--- src/spcfg_pkg.sv ---
// Constants shared by the transceiver PLL configuration block.
// Assumes a single 10 MHz reference clock drives all logic.
package spcfg_pkg;

   // ----------------------------------------------------------------
   // Timing
   // ----------------------------------------------------------------
   localparam int          CLK_PERIOD_NS   = 100;
   localparam int          SETTLE_TIME_NS  = 1000;
   localparam int          SETTLE_CYCLES   = (SETTLE_TIME_NS + CLK_PERIOD_NS - 1) / CLK_PERIOD_NS;
   localparam int          LOCK_CYCLES     = 200;
   localparam int          CNT_W           = 8;

   // ----------------------------------------------------------------
   // Register map
   // ----------------------------------------------------------------
   localparam int          ADDR_W          = 8;
   localparam logic [7:0]  ADDR_CONFIG0    = 8'h00;
   localparam logic [7:0]  ADDR_LINK_PD    = 8'h04;
   localparam logic [7:0]  ADDR_STATUS     = 8'h08;
   localparam int          NUM_LINKS       = 4;

   // ----------------------------------------------------------------
   // Configuration register fields
   // ----------------------------------------------------------------
   localparam int          ENABLE_POS      = 0;
   localparam int          MPY_LSB         = 1;
   localparam int          MPY_MSB         = 5;
   localparam int          LB_LSB          = 8;
   localparam int          LB_MSB          = 9;
   localparam logic [31:0] CONFIG0_RESET   = 32'h0000_0000;
   localparam logic [31:0] CONFIG0_RW_MASK = 32'h0000_033f;
   localparam logic [3:0]  LINK_PD_RESET   = 4'h0;

   // Multiply codes
   localparam logic [4:0]  MPY_4X          = 5'h00;
   localparam logic [4:0]  MPY_25X         = 5'h0a;
   localparam logic [4:0]  MPY_RSVD        = 5'h03;

   // Loop bandwidth codes
   localparam logic [1:0]  LB_NORMAL       = 2'h0;
   localparam logic [1:0]  LB_RSVD         = 2'h1;
   localparam logic [1:0]  LB_LOW          = 2'h2;
   localparam logic [1:0]  LB_HIGH         = 2'h3;

   // Bandwidth as a divisor of the reference frequency
   localparam logic [4:0]  BW_DIV_NORMAL   = 5'h0c;
   localparam logic [4:0]  BW_DIV_LOW      = 5'h14;
   localparam logic [4:0]  BW_DIV_HIGH     = 5'h08;

   // Sequencer states
   typedef enum logic [1:0] {
      SPCFG_IDLE   = 2'b00,
      SPCFG_SETTLE = 2'b01,
      SPCFG_LOCK   = 2'b10,
      SPCFG_READY  = 2'b11
   } spcfg_state_t;

endpackage : spcfg_pkg

--- src/spcfg_seq.sv ---
// Enable sequencer: regulator settle wait, then lock wait.
// Assumes i_enable is a level synchronous to i_ref_clk.
`timescale 1ns/1ns
module spcfg_seq (
   // Clock and reset
   input  wire logic i_ref_clk,
   input  wire logic i_reset_n,
   // Control
   input  wire logic i_enable,
   // Status
   output logic      o_lock_pending,
   output logic      o_ready
);
   import spcfg_pkg::*;

   spcfg_state_t     state;
   spcfg_state_t     next_state;
   logic [CNT_W-1:0] count;
   logic [CNT_W-1:0] next_count;
   logic [CNT_W-1:0] en_age;
   logic [CNT_W-1:0] next_en_age;

   // ----------------------------------------------------------------
   // Next state
   // ----------------------------------------------------------------
   always_comb begin
      next_state = state;
      next_count = count;
      if (!i_enable) begin
         next_state = SPCFG_IDLE;                          // see RULE15
         next_count = '0;
      end else begin
         case (state)
            SPCFG_IDLE: begin
               next_state = SPCFG_SETTLE;
               next_count = CNT_W'(SETTLE_CYCLES - 1);
            end
            SPCFG_SETTLE: begin
               if (count == '0) begin                      // see RULE2
                  next_state = SPCFG_LOCK;
                  next_count = CNT_W'(LOCK_CYCLES - 1);
               end else begin
                  next_count = count - 1'b1;
               end
            end
            SPCFG_LOCK: begin
               if (count == '0) begin                      // see RULE3
                  next_state = SPCFG_READY;
               end else begin
                  next_count = count - 1'b1;
               end
            end
            SPCFG_READY: begin
               next_state = SPCFG_READY;
            end
            default: begin
               next_state = SPCFG_IDLE;
               next_count = '0;
            end
         endcase
      end
   end

   always_ff @(posedge i_ref_clk or negedge i_reset_n) begin
      if (!i_reset_n) begin
         state <= SPCFG_IDLE;
         count <= '0;
      end else begin
         state <= next_state;
         count <= next_count;
      end
   end

   assign o_lock_pending = (state == SPCFG_SETTLE) || (state == SPCFG_LOCK);   // see RULE15
   assign o_ready        = (state == SPCFG_READY);

   // ----------------------------------------------------------------
   // Checks
   // ----------------------------------------------------------------
   // Cycles since enable went high, saturating; feeds the ready check
   always_comb begin
      next_en_age = en_age;
      if (!i_enable) begin
         next_en_age = '0;
      end else if (en_age != '1) begin
         next_en_age = en_age + 1'b1;
      end
   end

   always_ff @(posedge i_ref_clk or negedge i_reset_n) begin
      if (!i_reset_n) begin
         en_age <= '0;
      end else begin
         en_age <= next_en_age;
      end
   end
endmodule : spcfg_seq

--- src/spcfg_top.sv ---
// Transceiver PLL configuration register, link power-down and enable sequencing.
// Assumes a plain register port synchronous to i_ref_clk; i_pll_lock_raw is asynchronous.
//
// Operation
// RULE1 - Enable bit switches PLL on, clear keeps off
// RULE2 - Wait 1 us regulator settle after enable
// RULE3 - Lock within 200 reference cycles after settle
// RULE4 - Enable bit0, multiply 5:1, bandwidth 9:8
// RULE5 - Bandwidth code 00 gives reference over twelve
// RULE6 - Code 10 gives over twenty, floor 3 MHz
// RULE7 - Code 11 gives reference over eight
// RULE8 - Software never selects 8-bit PLL mode
// RULE9 - Multiplied clock stays inside the macro
// RULE10 - Status crossing clock domains gets synchronised
// RULE11 - Fields reset zero; reserved bits read-only
// RULE12 - Each unused link powers down independently
// RULE13 - Five-bit multiply code selects 4x to 60x
// RULE14 - Reserved bandwidth or multiply codes are invalid
// RULE15 - Lock pending from enable until timers elapse
`timescale 1ns/1ns
module spcfg_top (
   // Clock and reset
   input  wire logic                          i_ref_clk,
   input  wire logic                          i_reset_n,
   // Register port
   input  wire logic [spcfg_pkg::ADDR_W-1:0]  i_addr,
   input  wire logic [31:0]                   i_wdata,
   input  wire logic                          i_write,
   input  wire logic                          i_read,
   output logic      [31:0]                   o_rdata,
   // PLL macro control; the multiplied clock never leaves the macro
   output logic                               o_pll_power_on,
   output logic      [4:0]                    o_pll_multiply_sel,
   output logic      [1:0]                    o_loop_bandwidth_sel,
   output logic      [4:0]                    o_loop_bw_div,
   output logic                               o_loop_bw_floor,
   output logic                               o_pll_ten_bit,
   // PLL macro status
   input  wire logic                          i_pll_lock_raw,
   // Link power
   output logic      [spcfg_pkg::NUM_LINKS-1:0] o_link_powerdown,
   output logic      [spcfg_pkg::NUM_LINKS-1:0] o_link_active,
   // Sequencer status
   output logic                               o_lock_pending,
   output logic                               o_pll_ready
);
   import spcfg_pkg::*;

   // ----------------------------------------------------------------
   // Register state
   // ----------------------------------------------------------------
   logic [31:0]          config0;
   logic [31:0]          next_config0;
   logic [NUM_LINKS-1:0] link_pd;
   logic [NUM_LINKS-1:0] next_link_pd;
   logic [31:0]          rdata;
   logic [31:0]          next_rdata;
   logic [1:0]           lock_sync;
   logic [1:0]           next_lock_sync;
   logic [4:0]           bw_div;
   logic [4:0]           next_bw_div;
   logic                 bw_floor;
   logic                 next_bw_floor;

   logic                 pll_enable_bit;
   logic [4:0]           pll_multiply_sel;
   logic [1:0]           loop_bandwidth_sel;
   logic                 cfg_invalid;
   logic                 seq_enable;
   logic                 seq_pending;
   logic                 seq_ready;
   logic [31:0]          status_word;

   assign pll_enable_bit     = config0[ENABLE_POS];            // see RULE4
   assign pll_multiply_sel   = config0[MPY_MSB:MPY_LSB];
   assign loop_bandwidth_sel = config0[LB_MSB:LB_LSB];

   // Reserved codes hold the PLL off
   assign cfg_invalid = (loop_bandwidth_sel == LB_RSVD) ||
                        (pll_multiply_sel == MPY_RSVD);       // see RULE14
   assign seq_enable  = pll_enable_bit && !cfg_invalid;        // see RULE1

   assign status_word = {26'h0000000, cfg_invalid, lock_sync[1],
                         seq_ready, seq_pending, 1'b0, pll_enable_bit};

   // ----------------------------------------------------------------
   // Register writes and reads
   // ----------------------------------------------------------------
   always_comb begin
      next_config0 = config0;
      next_link_pd = link_pd;
      next_rdata   = 32'h0000_0000;
      if (i_write && (i_addr == ADDR_CONFIG0)) begin
         next_config0 = i_wdata & CONFIG0_RW_MASK;             // see RULE11
      end
      if (i_write && (i_addr == ADDR_LINK_PD)) begin
         next_link_pd = i_wdata[NUM_LINKS-1:0];
      end
      if (i_read) begin
         case (i_addr)
            ADDR_CONFIG0: next_rdata = config0;
            ADDR_LINK_PD: next_rdata = {28'h0000000, link_pd};
            ADDR_STATUS:  next_rdata = status_word;
            default:      next_rdata = 32'h0000_0000;
         endcase
      end
   end

   always_ff @(posedge i_ref_clk or negedge i_reset_n) begin
      if (!i_reset_n) begin
         config0 <= CONFIG0_RESET;                             // see RULE11
         link_pd <= LINK_PD_RESET;
         rdata   <= 32'h0000_0000;
      end else begin
         config0 <= next_config0;
         link_pd <= next_link_pd;
         rdata   <= next_rdata;
      end
   end

   // ----------------------------------------------------------------
   // Lock status synchroniser and bandwidth decode
   // ----------------------------------------------------------------
   always_comb begin
      next_lock_sync = {lock_sync[0], i_pll_lock_raw};         // see RULE10
      next_bw_floor  = 1'b0;
      case (loop_bandwidth_sel)
         LB_NORMAL: next_bw_div = BW_DIV_NORMAL;               // see RULE5
         LB_LOW: begin
            next_bw_div   = BW_DIV_LOW;                        // see RULE6
            next_bw_floor = 1'b1;
         end
         LB_HIGH:   next_bw_div = BW_DIV_HIGH;                 // see RULE7
         default:   next_bw_div = 5'h00;
      endcase
   end

   always_ff @(posedge i_ref_clk or negedge i_reset_n) begin
      if (!i_reset_n) begin
         lock_sync <= 2'h0;
         bw_div    <= 5'h00;
         bw_floor  <= 1'b0;
      end else begin
         lock_sync <= next_lock_sync;
         bw_div    <= next_bw_div;
         bw_floor  <= next_bw_floor;
      end
   end

   // ----------------------------------------------------------------
   // Sequencer
   // ----------------------------------------------------------------
   spcfg_seq u_seq (
      .i_ref_clk      (i_ref_clk),
      .i_reset_n      (i_reset_n),
      .i_enable       (seq_enable),
      .o_lock_pending (seq_pending),
      .o_ready        (seq_ready)
   );

   // ----------------------------------------------------------------
   // Link power, one control per link
   // ----------------------------------------------------------------
   genvar g;
   generate
      for (g = 0; g < NUM_LINKS; g++) begin : g_link
         assign o_link_powerdown[g] = link_pd[g];              // see RULE12
         assign o_link_active[g]    = !link_pd[g] && seq_ready;
      end
   endgenerate

   // ----------------------------------------------------------------
   // Outputs; only control levels leave, never the fast clock
   // ----------------------------------------------------------------
   assign o_pll_power_on       = seq_enable;                   // see RULE9
   assign o_pll_multiply_sel   = pll_multiply_sel;             // see RULE13
   assign o_loop_bandwidth_sel = loop_bandwidth_sel;
   assign o_loop_bw_div        = bw_div;
   assign o_loop_bw_floor      = bw_floor;
   assign o_pll_ten_bit        = 1'b1;                         // see RULE8
   assign o_rdata              = rdata;
   assign o_lock_pending       = seq_pending;
   assign o_pll_ready          = seq_ready;
endmodule : spcfg_top

--- config.mk ---
export PLATFORM = sky130hd
export DESIGN_NAME = spcfg_top
export DESIGN_NICKNAME = d
export VERILOG_FILES = /design/src/spcfg_pkg.sv /design/src/spcfg_seq.sv /design/src/spcfg_top.sv
export SDC_FILE = /design/constraint.sdc
export NUM_CORES = 1
export LEC_CHECK = 0
export BUFFER_PORTS_ARGS = -buffer_cell sky130_fd_sc_hd__buf_2
export CORE_AREA = 10 10 76 78
export CTS_BUF_LIST = sky130_fd_sc_hd__clkbuf_16
export DETAILED_ROUTE_END_ITERATION = 8
export DIE_AREA = 0 0 86 88
export GPL_ROUTABILITY_DRIVEN = 0
export GPL_TIMING_DRIVEN = 0
export PLACE_DENSITY = 0.82
export SLEW_MARGIN = 20
export SYNTH_ARGS = -nofsm -noshare
export SYNTH_HDL_FRONTEND = slang
export SYNTH_SLANG_ARGS = --single-unit
--- constraint.sdc ---
create_clock -name i_ref_clk -period 5.6 [get_ports i_ref_clk]
set_clock_uncertainty 0.15 [all_clocks]
set_input_delay 1.12 -clock i_ref_clk [delete_from_list [all_inputs] [get_ports i_ref_clk]]
set_output_delay 1.12 -clock i_ref_clk [all_outputs]
set_load 0.005 [all_outputs]
==> impl_metrics.yaml <==
run_status:
  status: "finished clean"
sta:
  setup_tns_ns: 0
  maxSlewHeadroom: 0.496
  fmax_mhz: 322
  rsz0062_at_grt: "false"
  slew_violations: 0
  setup_viol: 0
  period_minus_slack_ns: 3.11
  min_period_over_period: 0.555
  worst_pin_slew_ns: 0.756
  fin_ws_ns: 2.49
  fin_hold_ws_ns: 0.203
  hold_viol: 0
worst_setup_path:
  start_kind: "register"
  r2r_setup_slack_ns: 3.33
  crit_start: "config0[5]$_DFFE_PN0P_"
  path_class: "register to primary output"
  worstReg2RegEnd: "u_seq.count[7]$_DFFE_PN0P_"
  reg2reg_from: "u_seq.count[0]$_DFFE_PN0P_"
  path_cells: "o41ai_4, inv_1, buf_2"
  cp_data_required_time_ns: 4.33
  worst-r2r-cell-count: 6
  cpPeakStageDelay_ns: 0.65
  cp_slowest_cell: "o41ai_4"
  crit_path_end_kind: "primary output"
  cp.arrival_ns: 1.84
  worstPathMaxFanout: 9
  crit_end: "o_pll_power_on"
synth:
  synth_edf_count: 0
  synthFlopType: "dfrtp_1"
  synthArstFlopShare: 1.00
  synth-seq-cells: 35
  ys_types: 50
  ys_seq_area_frac: 0.422
  syn_avg_cell_area_um2: 10.4
  synth_top_area_frac: 0.422
  ys_warn_count: 0
  syn-cell-area_um2: 2080
  synth_top_area_cell: "dfrtp_1"
  syn_inst: 200
  synth_area_leaders: "dfrtp_1, buf_4, mux2_2"
  synth_commonest_cells: "buf_4, dfrtp_1, nor2_1"
clock_network:
  clk_pin_slew_ns: 0.05
  clock_path_buffers: 2
  cts_buffers: 5
  numClockSinks: 35
  cts-root-buf: "clkbuf_16"
  clk_latency_ns: 0.27
  cts_resized: 0
  h-tree-depth: 2
  tritoncts: "done"
  post-cts-setup-buffers: 0
  hold_buffers: 0
detailed_routing:
  viasPerCell: 5.04
  dr.pass1.iters: 4
  wire_per_inst_um: 14.2
  route.met2.wl_um: 2240
  drt_iter0_drc: 72
  drc: 0
  m1WireLength_um: 1850
  via_count: 1679
  ant_nets: 0
  totalWireLength_um: 4730
  routed.top_layer: "met4"
  dr_wl_met3_um: 596
floorplan:
  die_x_um: 86
  start_util: 0.484
  ios: 102
  dieArea_um2: 7570
  die_y_um: 88
  row_count: 24
  coreArea_um2: 4290
finish:
  area.growth.synth_to_final_pct: 27.1
  num-nets-final: 334
  multi_input_area_um2: 970
  antennaDiodeCount: 0
  fin_area_um2: 2640
  drive_gt1_frac: 0.399
  fillers: 352
  regArea_um2: 876
  fin_cells: 333
place:
  placed_cell_area_um2: 2480
  dp_hpwl_um: 3630
  pre_cts_ws_ns: 2.80
  port_buffers: 48
  dpl.cell_count: 325
job:
  maxCapViolCount: 0
global_route:
  grt_pass1_wl_um: 7710
  track_usage: 0.123
  grt_max_degree: 36
  antenna_found_initial: 0
  grt_pass1_vias: 1601
  overflow: 0
power:
  leakagePower_nw: 1.41
  pwr_density_cell_nw_per_um2: 247
  irDropWorstVdd_mv: 0.108
min_path:
  worstHoldPathType: "register to register"
[per-stage QoR]
stage	total power [mW]	utilization
2_1_floorplan	0.322	-
3_3_place_gp	0.347	0.577
3_5_place_dp	0.348	0.577
4_1_cts	0.658	0.615
5_1_grt	0.682	0.615
6_report	0.652	0.615
[critical path, delay by kind of cell (launching register included)]
kind	cells	cell delay, ns
compound gates	1	0.65
buf+inv	2	0.47
flops	1	0.44
[logic make-up (layout without fill, tap and decap cells)]
kind of cell | count (synthesis) | count (layout) | share of synthesized area
muxes | 16 | 16 | 0.0843
buffers and inverters | 51 | 107 | 0.157
DFF | 35 | 35 | 0.422
other | 2 | 27 | 0.00362
and+or+nand+nor | 49 | 49 | 0.139
AOI/OAI and AO/OA | 38 | 38 | 0.141
adders and majority gates | 9 | 9 | 0.0542
[cell type report]
| cell class | instances | area share |
|---|---|---|
| Buffer | 40 | 0.108 |
| Clock buffer | 5 | 0.0474 |
| Clock inverter | 3 | 0.0147 |
| Inverter | 11 | 0.0156 |
| Multi-Input combinational cell | 139 | 0.367 |
| Sequential cell | 35 | 0.332 |
| Tap cell | 52 | 0.0246 |
| Timing Repair Buffer | 48 | 0.0910 |
[layer usage]
metal	GRT usage	vias to the layer above
met3	0.0669	5
met2	0.208	77
li1	-	812
met1	0.128	785
met5	0	-
met4	0.0434	0
[cells in the final DEF, fill, tap and decap left out, drive strengths merged, types with 3 or more instances in the layout]
cell type / count
nor4: 5
o21ai: 6
mux2: 12
mux2i: 4
conb: 27
clkbuf: 8
a21oi: 7
inv: 11
nand2: 5
or4: 3
nor3: 4
buf: 85
nand3: 3
ha: 9
dfrtp: 35
nor2b: 5
nor2: 17
[how the worst min path moves through the flow]
stage	start	end	slack, ns	cells after the start
2_1_floorplan	lock_sync[0]$_DFF_PN0_	lock_sync[1]$_DFF_PN0_	0.18	0
3_3_place_gp	lock_sync[0]$_DFF_PN0_	lock_sync[1]$_DFF_PN0_	0.19	0
3_5_place_dp	lock_sync[0]$_DFF_PN0_	lock_sync[1]$_DFF_PN0_	0.20	0
4_1_cts	lock_sync[0]$_DFF_PN0_	lock_sync[1]$_DFF_PN0_	0.21	0
5_1_grt	lock_sync[0]$_DFF_PN0_	lock_sync[1]$_DFF_PN0_	0.23	0
6_report	lock_sync[0]$_DFF_PN0_	lock_sync[1]$_DFF_PN0_	0.20	0
[flip-flops by register name, summed over array words and instances (netlist names)]
name and flops:
o_loop_bw_floor 1, o_link_powerdown 4, o_rdata 8, lock_sync 2
u_seq.state 2, o_loop_bw_div 2, u_seq.count 8, config0 8
[power breakdown]
part           total (mW)  internal, mW  switching (mW)
clock               0.306         0.207          0.0989
sequential          0.268         0.261         0.00729
combinational      0.0772        0.0386          0.0386
(Power assumes the default switching activity.)
